==> src/core/gfx_arb_pkg.sv <==
package gfx_arb_pkg;
	// Configuration-space byte offsets
	localparam logic [7:0] OFS_PRIO_CTRL = 8'h84;
	localparam logic [7:0] OFS_BOUND_A20 = 8'h88;
	localparam logic [7:0] OFS_CPU_CTRL = 8'h89;
	localparam logic [7:0] OFS_BOUND_FINE = 8'hA0;
	localparam logic [7:0] OFS_LINK_CTRL = 8'hA1;
	localparam logic [7:0] OFS_WINDOW_CTRL = 8'hA2;
	localparam logic [7:0] OFS_HOLE_ADDR = 8'hA3;
	localparam logic [7:0] REG_RESET = 8'h00;
	localparam logic [7:0] UNMAPPED_DATA = 8'h00;
	// shared_memory_cpu_ctrl fields
	localparam int CPU_PCI_HOLD_BIT = 7;
	localparam int CPU_ASYNC_BIT = 6;
	localparam int CPU_LAT60_BIT = 5;
	localparam int CPU_ALT_MAP_BIT = 4;
	localparam int CPU_SIZE_LSB = 1;
	localparam int CPU_ENABLE_BIT = 0;
	// graphics_link_ctrl fields
	localparam int LINK_PIN_SEL_BIT = 5;
	localparam int LINK_BANK_LSB = 2;
	localparam int LINK_MIN_WIDTH_BIT = 1;
	localparam int LINK_ONE_PRIO_BIT = 0;
	localparam logic [7:0] LINK_RW_MASK = 8'h3F;
	// direct_window_ctrl fields
	localparam int WIN_ADDR_LSB = 3;
	localparam int WIN_RD_BIT = 2;
	localparam int WIN_WR_BIT = 1;
	localparam int WIN_PCI_BIT = 0;
	// three_pin_priority_ctrl field
	localparam int PRIO_PIN_BIT = 0;
	// Timing in host clocks
	localparam logic [7:0] GRANT_DELAY = 8'h02;
	localparam logic [7:0] RECLAIM_DELAY = 8'h03;
	localparam logic [7:0] MIN_GRANT = 8'h10;
	localparam logic [7:0] LAT_HIGH = 8'h1E;
	localparam logic [7:0] LAT_LOW = 8'h3C;
	localparam logic [7:0] LAT_MARGIN = 8'h08;

	typedef enum logic [2:0] {
		ARB_IDLE = 3'b000,
		ARB_WAIT = 3'b001,
		ARB_REARM = 3'b010,
		ARB_GRANT = 3'b011,
		ARB_RECLAIM = 3'b100,
		ARB_DRAIN = 3'b101
	} arb_state_t;
endpackage : gfx_arb_pkg

==> src/core/pin_sync2.sv <==
`timescale 1ns/100ps
module pin_sync2 #(
	parameter int WIDTH = 2,
	parameter logic [WIDTH-1:0] IDLE = '1
) (
	// Clock and reset
	input wire logic clk_sys,
	input wire logic reset_n,
	// Pins
	input wire logic [WIDTH-1:0] pin_in,
	output logic [WIDTH-1:0] pin_sync
);
	logic [WIDTH-1:0] stage1_reg;

	// First stage feeds only the second
	always_ff @(posedge clk_sys or negedge reset_n)
		if (!reset_n)
		begin
			stage1_reg <= IDLE;
			pin_sync <= IDLE;
		end
		else
		begin
			stage1_reg <= pin_in;
			pin_sync <= stage1_reg;
		end
endmodule : pin_sync2

==> src/core/shared_memory_gfx_arbiter.sv <==
`timescale 1ns/100ps
//Function
// Synchronous mode: handshake is on the host clock, no synchronizer used.
// Asynchronous mode: handshake must be resynchronized by one of the sides.
// Graphics side holds request low while it wants the bus.
// Grant is driven active low to hand over the bus.
// Reclaim: grant goes high while request low; graphics then releases.
// Row, column strobes and write enable float the clock after grant.
// Fastest installed bank becomes logical bank 0, the shared memory.
// CPU reg bit 7: 0 grants after write-back, 1 waits for posted writes.
// CPU reg bit 6: 0 synchronous, 1 asynchronous handshake.
// CPU reg bit 5: worst wait 30 clocks, or 60 clocks when set.
// CPU reg bit 4 selects native or alternative address mapping.
// CPU reg bits 3:1 encode shared size, 0.5M to 4M.
// CPU reg bit 0 enables shared memory operation.
// Link reg bit 5 selects which alternate pin carries grant.
// Link reg bits 4:2 name the bank holding shared memory.
// Link reg bit 1 holds each grant at least 16 clocks.
// Link reg bit 0: two-priority or one-priority scheme.
// Window reg: A23-A19 window plus read, write and PCI enables.
// Hole reg: A31-A24 hole remapped onto shared memory.
// Priority reg bit 0 enables the priority request pin.
// Bank_boundary_a20_bits holds A20 for each of eight bank boundaries.
// Bank_boundary_fine_resolution refines bank boundaries to 512K granularity.
// Grant follows a request by two clocks when DRAM is free.
// Grant releases one clock after request is released.
// Grant drops three clocks after the chipset needs DRAM.
// Two-priority: release and reassert means high priority, 30 clocks.
// Disabled sharing never grants and keeps driving DRAM lines.
// Asynchronous mode runs request through a two-stage synchronizer.
module shared_memory_gfx_arbiter
	import gfx_arb_pkg::*;
#(
	parameter int NUM_BANKS = 8
) (
	// Clock and reset
	input wire logic clk_sys,
	input wire logic reset_n,
	// Configuration space access
	input wire logic [7:0] cfg_addr,
	input wire logic cfg_wr,
	input wire logic cfg_rd,
	input wire logic [7:0] cfg_wdata,
	output logic [7:0] cfg_rdata,
	// Graphics handshake pins
	input wire logic gfx_mem_request_n,
	input wire logic gfx_priority_request,
	output logic alt_output_pin_one,
	output logic alt_output_pin_two,
	// Chipset DRAM engine
	input wire logic dram_busy,
	input wire logic host_need,
	input wire logic cpu_writeback_pending,
	input wire logic posted_write_pending,
	input wire logic pci_master_active,
	input wire logic [NUM_BANKS-1:0] bank_present,
	input wire logic [NUM_BANKS-1:0] bank_fast,
	output logic arb_hold,
	output logic pci_disconnect,
	// DRAM control pins
	input wire logic [NUM_BANKS-1:0] ras_n_in,
	input wire logic [7:0] cas_n_in,
	input wire logic we_n_in,
	output logic [NUM_BANKS-1:0] ras_n_out,
	output logic [7:0] cas_n_out,
	output logic dram_write_enable_n,
	output logic dram_ctl_oe,
	// Address routing
	input wire logic [31:0] cpu_addr,
	input wire logic cpu_rd,
	input wire logic cpu_wr,
	input wire logic pci_mst_acc,
	output logic direct_route,
	output logic alt_map_sel,
	output logic [3:0] shared_half_mb,
	output logic [2:0] shared_bank,
	output logic [2:0] fast_bank,
	output logic [7:0] boundary_a20,
	output logic [7:0] boundary_fine
);
	if (NUM_BANKS < 1 || NUM_BANKS > 8)
		$error("NUM_BANKS must lie in 1..8");
	logic [7:0] prio_ctrl_reg;
	logic [7:0] cpu_ctrl_reg;
	logic [7:0] link_ctrl_reg;
	logic [7:0] window_reg;
	logic [7:0] hole_reg;
	arb_state_t state_reg;
	arb_state_t state_next;
	logic [7:0] wait_cnt_reg;
	logic [7:0] wait_cnt_next;
	logic [7:0] grant_cnt_reg;
	logic high_prio_reg;
	logic high_prio_next;
	logic grant_reg;
	logic [1:0] pins_sync;
	// Register decode
	wire hit_prio = cfg_addr == OFS_PRIO_CTRL;
	wire hit_a20 = cfg_addr == OFS_BOUND_A20;
	wire hit_cpu = cfg_addr == OFS_CPU_CTRL;
	wire hit_fine = cfg_addr == OFS_BOUND_FINE;
	wire hit_link = cfg_addr == OFS_LINK_CTRL;
	wire hit_win = cfg_addr == OFS_WINDOW_CTRL;
	wire hit_hole = cfg_addr == OFS_HOLE_ADDR;
	logic [7:0] rd_mux;
	always_comb
	begin
		if (hit_prio)
			rd_mux = prio_ctrl_reg;
		else if (hit_a20)
			rd_mux = boundary_a20;
		else if (hit_cpu)
			rd_mux = cpu_ctrl_reg;
		else if (hit_fine)
			rd_mux = boundary_fine;
		else if (hit_link)
			rd_mux = link_ctrl_reg & LINK_RW_MASK;
		else if (hit_win)
			rd_mux = window_reg;
		else if (hit_hole)
			rd_mux = hole_reg;
		else
			rd_mux = UNMAPPED_DATA;
	end
	always_ff @(posedge clk_sys or negedge reset_n)
		if (!reset_n)
		begin
			prio_ctrl_reg <= REG_RESET;
			boundary_a20 <= REG_RESET;
			cpu_ctrl_reg <= REG_RESET;
			boundary_fine <= REG_RESET;
			link_ctrl_reg <= REG_RESET;
			window_reg <= REG_RESET;
			hole_reg <= REG_RESET;
			cfg_rdata <= REG_RESET;
		end
		else
		begin
			if (cfg_wr && hit_prio)
				prio_ctrl_reg <= cfg_wdata;
			if (cfg_wr && hit_a20)
				boundary_a20 <= cfg_wdata;
			if (cfg_wr && hit_cpu)
				cpu_ctrl_reg <= cfg_wdata;
			if (cfg_wr && hit_fine)
				boundary_fine <= cfg_wdata;
			if (cfg_wr && hit_link)
				link_ctrl_reg <= cfg_wdata & LINK_RW_MASK;
			if (cfg_wr && hit_win)
				window_reg <= cfg_wdata;
			if (cfg_wr && hit_hole)
				hole_reg <= cfg_wdata;
			if (cfg_rd)
				cfg_rdata <= rd_mux;
		end
	// Field views
	wire share_en = cpu_ctrl_reg[CPU_ENABLE_BIT];
	wire async_mode = cpu_ctrl_reg[CPU_ASYNC_BIT];
	wire pci_hold = cpu_ctrl_reg[CPU_PCI_HOLD_BIT];
	wire lat60 = cpu_ctrl_reg[CPU_LAT60_BIT];
	wire one_prio = link_ctrl_reg[LINK_ONE_PRIO_BIT];
	wire min_width = link_ctrl_reg[LINK_MIN_WIDTH_BIT];
	wire pin_sel_two = link_ctrl_reg[LINK_PIN_SEL_BIT];
	wire prio_pin_en = prio_ctrl_reg[PRIO_PIN_BIT];
	// Handshake inputs, resynchronized only in asynchronous mode
	pin_sync2 #(
		.WIDTH(2),
		.IDLE(2'b01)
	) u_sync (
		.clk_sys(clk_sys),
		.reset_n(reset_n),
		.pin_in({gfx_priority_request, gfx_mem_request_n}),
		.pin_sync(pins_sync)
	);
	// Synchronous mode takes pins raw: they already move on clk_sys
	wire req_n = async_mode ? pins_sync[0] : gfx_mem_request_n;
	wire prio_in = async_mode ? pins_sync[1] : gfx_priority_request;
	wire req = !req_n && share_en;
	// Latency bound; high priority always uses the short one
	wire [7:0] lat_bound = (high_prio_reg || !lat60) ? LAT_HIGH : LAT_LOW;
	wire urgent = wait_cnt_reg >= lat_bound - LAT_MARGIN;
	// Bit 7 clear lets the grant go once the write-back drains
	wire flush_done = pci_hold ? !posted_write_pending
		: !cpu_writeback_pending;
	wire bus_free = !dram_busy && (flush_done || urgent);
	wire delay_done = wait_cnt_reg >= GRANT_DELAY - 8'h01;
	wire reclaim_done = wait_cnt_reg >= RECLAIM_DELAY - 8'h01;
	wire width_ok = !min_width || grant_cnt_reg >= MIN_GRANT;
	always_comb
	begin
		state_next = state_reg;
		wait_cnt_next = wait_cnt_reg + 8'h01;
		high_prio_next = high_prio_reg;
		case (state_reg)
			ARB_IDLE:
			begin
				wait_cnt_next = 8'h00;
				high_prio_next = 1'b0;
				if (req)
					state_next = ARB_WAIT;
			end
			ARB_WAIT:
			begin
				if (prio_pin_en && prio_in)
					high_prio_next = 1'b1;
				if (!req)
					state_next = one_prio ? ARB_IDLE : ARB_REARM;
				else if (delay_done && bus_free)
				begin
					state_next = ARB_GRANT;
					wait_cnt_next = 8'h00;
				end
			end
			ARB_REARM:
			begin
				if (!share_en)
					state_next = ARB_IDLE;
				else if (req)
				begin
					state_next = ARB_WAIT;
					high_prio_next = 1'b1;
				end
			end
			ARB_GRANT:
			begin
				wait_cnt_next = 8'h00;
				if (!req && width_ok)
					state_next = ARB_IDLE;
				else if (host_need)
					state_next = ARB_RECLAIM;
			end
			ARB_RECLAIM:
			begin
				if (!req && width_ok)
					state_next = ARB_IDLE;
				else if (reclaim_done && width_ok)
					state_next = ARB_DRAIN;
			end
			ARB_DRAIN:
			begin
				wait_cnt_next = 8'h00;
				if (!req)
					state_next = ARB_IDLE;
			end
			default:
				state_next = ARB_IDLE;
		endcase
	end
	wire grant_on = state_next == ARB_GRANT || state_next == ARB_RECLAIM;
	always_ff @(posedge clk_sys or negedge reset_n)
		if (!reset_n)
		begin
			state_reg <= ARB_IDLE;
			wait_cnt_reg <= 8'h00;
			high_prio_reg <= 1'b0;
			grant_reg <= 1'b0;
			grant_cnt_reg <= 8'h00;
		end
		else
		begin
			state_reg <= state_next;
			wait_cnt_reg <= wait_cnt_next;
			high_prio_reg <= high_prio_next;
			grant_reg <= grant_on && share_en;
			if (!grant_on)
				grant_cnt_reg <= 8'h00;
			else if (grant_cnt_reg != 8'hFF)
				grant_cnt_reg <= grant_cnt_reg + 8'h01;
		end
	// Grant pin steering and DRAM line release
	always_ff @(posedge clk_sys or negedge reset_n)
		if (!reset_n)
		begin
			alt_output_pin_one <= 1'b1;
			alt_output_pin_two <= 1'b1;
			dram_ctl_oe <= 1'b1;
			ras_n_out <= '1;
			cas_n_out <= 8'hFF;
			dram_write_enable_n <= 1'b1;
			arb_hold <= 1'b0;
			pci_disconnect <= 1'b0;
		end
		else
		begin
			alt_output_pin_one <= !(grant_on && share_en && !pin_sel_two);
			alt_output_pin_two <= !(grant_on && share_en && pin_sel_two);
			// Lines go high while granting, then float one clock later
			dram_ctl_oe <= !grant_reg;
			ras_n_out <= grant_on ? '1 : ras_n_in;
			cas_n_out <= grant_on ? 8'hFF : cas_n_in;
			dram_write_enable_n <= grant_on ? 1'b1 : we_n_in;
			arb_hold <= state_next == ARB_WAIT;
			pci_disconnect <= state_next == ARB_WAIT && !pci_hold
				&& pci_master_active;
		end
	// Shared area description
	function automatic logic [3:0] size_units(input logic [2:0] code);
		size_units = (code == 3'b000) ? 4'h2 : (code == 3'b001) ? 4'h1
			: {1'b0, code} + 4'h1;
	endfunction : size_units
	function automatic logic [2:0] first_set(input logic [NUM_BANKS-1:0] v);
		first_set = 3'b000;
		for (int i = NUM_BANKS - 1; i >= 0; i--)
			if (v[i])
				first_set = 3'(i);
	endfunction : first_set

	// EDO banks win; with none, the first populated bank serves
	wire [NUM_BANKS-1:0] fast_present = bank_present & bank_fast;
	wire [2:0] fast_pick = (|fast_present) ? first_set(fast_present)
		: first_set(bank_present);

	// Direct window and hole decode
	wire win_hit = cpu_addr[23:19] == window_reg[7:WIN_ADDR_LSB];
	wire win_use = win_hit && ((cpu_rd && window_reg[WIN_RD_BIT])
		|| (cpu_wr && window_reg[WIN_WR_BIT])
		|| (pci_mst_acc && window_reg[WIN_PCI_BIT]));
	wire hole_use = cpu_addr[31:24] == hole_reg
		&& (cpu_rd || cpu_wr || pci_mst_acc);

	always_ff @(posedge clk_sys or negedge reset_n)
		if (!reset_n)
		begin
			direct_route <= 1'b0;
			alt_map_sel <= 1'b0;
			shared_half_mb <= 4'h0;
			shared_bank <= 3'b000;
			fast_bank <= 3'b000;
		end
		else
		begin
			direct_route <= share_en && (win_use || hole_use);
			alt_map_sel <= cpu_ctrl_reg[CPU_ALT_MAP_BIT];
			shared_half_mb <= size_units(cpu_ctrl_reg[3:CPU_SIZE_LSB]);
			shared_bank <= link_ctrl_reg[4:LINK_BANK_LSB];
			fast_bank <= fast_pick;
		end
endmodule : shared_memory_gfx_arbiter

==> config.mk <==
export PLATFORM = sky130hd
export DESIGN_NAME = shared_memory_gfx_arbiter
export DESIGN_NICKNAME = d
export VERILOG_FILES = /design/src/core/gfx_arb_pkg.sv /design/src/core/pin_sync2.sv /design/src/core/shared_memory_gfx_arbiter.sv
export SDC_FILE = /design/constraint.sdc
export NUM_CORES = 1
export LEC_CHECK = 0
export BUFFER_PORTS_ARGS = -buffer_cell sky130_fd_sc_hd__buf_2
export CORE_ASPECT_RATIO = 0.8
export CORE_UTILIZATION = 45
export CTS_CLUSTER_SIZE = 16
export DETAILED_ROUTE_END_ITERATION = 6
export GPL_TIMING_DRIVEN = 0
export PLACE_DENSITY = 0.76
export SLEW_MARGIN = 5
export SYNTH_ARGS = -nofsm -noshare
export SYNTH_HDL_FRONTEND = slang
export SYNTH_SLANG_ARGS = --single-unit
==> constraint.sdc <==
create_clock -name clk_sys -period 6.48 [get_ports clk_sys]
set_input_delay 1.62 -clock clk_sys [delete_from_list [all_inputs] [get_ports clk_sys]]
set_output_delay 1.62 -clock clk_sys [all_outputs]
set_load 0.05 [all_outputs]
==> flow_metrics.tcl <==
set metrics [dict create \
    status "finished, final reports clean" \
    postCtsHoldBufs 0 \
    grt.overflow.total 0 \
    die_width_um 126.9 \
    async_flop_share_pct 100.0 \
    crit_type "in -> reg" \
    synth-edff-count 0 \
    postRouteAntennaNets 0 \
    hold_path_class "reg -> reg" \
    synth_top_area_share_pct 44.12 \
    hold_path_depth 0 \
    final_common_cell "buf_2" \
    synthCells 481 \
    synth_top_area_cell "dfrtp_1" \
    initial_core_util_pct 46.17 \
    drc 0 \
    die_area_mm2 0.01293 \
    max-slew-margin-rel_pct 47.83 \
    gr-usage-all-layers_pct 22.36 \
    worst_ir_drop_vdd_v 0.0001763 \
    post-route-period-util_pct 55.46 \
    grt_max_degree 74 \
    num_io_pins 153 \
    drv_slew 0 \
    syn-cell-area_mm2 0.005615 \
    first_global_vias 4406 \
    end_kind "register" \
    rr_endpoint "grant_cnt_reg[5]" \
    drive_gt1_share_pct 39.81 \
    startpoint_type "input pin" \
    syn2layout_area_growth_pct 26.69 \
    yosysSeqAreaShare_pct 54.41 \
    crit_fanout 10 \
    drtPass1Iterations 4 \
    powerDensity_mw_per_mm2 279.9 \
    synthDistinctLibCells 55 \
    ys_warn_count 0 \
    fin_crit_ns 3.594 \
    layout_common_cells "buf_2, dfrtp_1, mux2_2, nor2_1, a21oi_1" \
    setup.worst_path.start "cfg_addr[1]" \
    cts_buffer_depth 2 \
    tightest_slew_ns 0.7797 \
    syn-num-nets 583 \
    std_cell_rows 36 \
    ff2ff_setup_slack_ns 3.89 \
    grt_pass1_wl_um 21940 \
    crit_end "window_reg[0]" \
    leakagePower_nw 3.395 \
    fmax_ghz 0.2783 \
    preCtsSetupSlack_ns 2.490 \
    finalHoldViolations 0 \
    worstPathRequired_ns 6.77 \
    cts_tree "done" \
    nets 733 \
    clock_latency_ns 0.41 \
    drt-initial-drc-count 316 \
    fin_ws_ns 2.886 \
    fp.dieH_um 101.9 \
    cp.arrival_ns 3.88 \
    vias_per_cell 5.558 \
    port_buffers 130 \
    power_w 0.001991 \
    reg2reg_from "high_prio_reg" \
    cts.sink_count 121 \
    antenna_found_initial 0 \
    ctsResizeCount 0 \
    reg2reg_depth 9 \
    cap_violations 0 \
    fin_skew_ns 0.01068 \
    rsz0062_at_grt "no" \
    wirelength_um 13580 \
    tns_ns 0 \
    cts-buffers-inserted 17 \
    dpl.hpwl_um 9782 \
    finalWeightedCongestion 0.8648 \
    ys_seq_elements 121 \
    wl_per_cell_um 17.08 \
    cts_root_buf "clkbuf_16" \
    setup_viol 0 \
    core_area_mm2 0.01216 \
    synth_top_flop_cell "dfrtp_1" \
    num_antenna_cells 0 \
    yosys-top-cells-area "dfrtp_1, mux2_2, dfstp_2" \
    clkTransAtPathRegs_ns 0.05 \
    synth.avg_cell_area_um2 11.67 \
    post_cts_buffers 0 \
    min-delay-start "u_sync.stage1_reg[1]" \
    cts_max_level 4 \
    via_count 4419 \
]
-- cell families (layout without fill, tap and decap cells) --
family | Yosys count | in the layout | synth area share [%]
mux | 70 | 70 | 13.95
simple gates | 140 | 140 | 13.19
fa+ha+maj | 7 | 7 | 1.560
compound gates | 85 | 85 | 10.56
flops | 121 | 121 | 54.41
buf+inv | 35 | 197 | 2.741
xor+xnor | 23 | 23 | 3.587
-- cell usage after synthesis, types with 6 or more instances --
library cell  count
a21oi_1          24
a22oi_1          10
a31oi_1           9
and3_1            6
clkbuf_1          9
dfrtp_1          99
dfstp_2          22
ha_1              7
inv_1            18
mux2_2           56
mux2i_1          13
nand2_1          22
nand2b_1         10
nand3_1          19
nand3b_1         18
nor2_1           34
nor3_1            7
nor4_1            8
o22ai_1           6
xnor2_1          15
xor2_1            8
-- where the power goes --
group	switching, W	total, W	internal, W
logic	0.000136	0.000203	0.0000670
registers	0.0000205	0.000812	0.000791
clock network	0.000315	0.000977	0.000662
total	0.000471	0.00199	0.00152
-- worst min-delay path by stage --
stage          slack [ns]                  to
6_report             0.35  u_sync.pin_sync[1]
5_1_grt              0.36  u_sync.pin_sync[1]
4_1_cts              0.35  u_sync.pin_sync[1]
3_5_place_dp         0.34  u_sync.pin_sync[1]
3_3_place_gp         0.33  u_sync.pin_sync[1]
2_1_floorplan        0.33  u_sync.pin_sync[1]
-- per-layer routing --
layer	vias to the layer above	part of all wire, %	global-route usage [%]
met1	2174	45	29.41
met5	-	0	0
met2	179	47	35.59
met4	0	1.4	9.066
li1	2046	-	-
met3	20	6.8	5.916
-- through the flow --
stage          instance area, µm²  std cells  utilization, %  hold WS [ns]
2_1_floorplan                5615        481               -        0.3312
3_3_place_gp                 6456        763           53.09        0.3335
3_5_place_dp                 6490        764           53.36        0.3363
4_1_cts                      7114        795           58.50        0.3483
5_1_grt                      7114        795           58.50        0.3580
6_report                     7114        795           58.50        0.3505
-- final cells by class --
type / count / area (µm²)
fillers: 997 / 5047
flip-flops and latches: 121 / 3055
multi-input cells: 325 / 2406
repair buffers: 131 / 684.4
clock buffers: 24 / 511.7
well taps: 152 / 190.2
clock inverters: 7 / 112.6
plain buffers: 17 / 86.33
inverters: 18 / 67.56
-- critical path, stage by stage --
cell	delay (ns)
buf_2	0.11
buf_1	0.55
clkbuf_1	0.39
nand3_1	0.15
nor2_1	0.63
mux2_2	0.41
No activity file was read; power rests on OpenSTA's default activity.
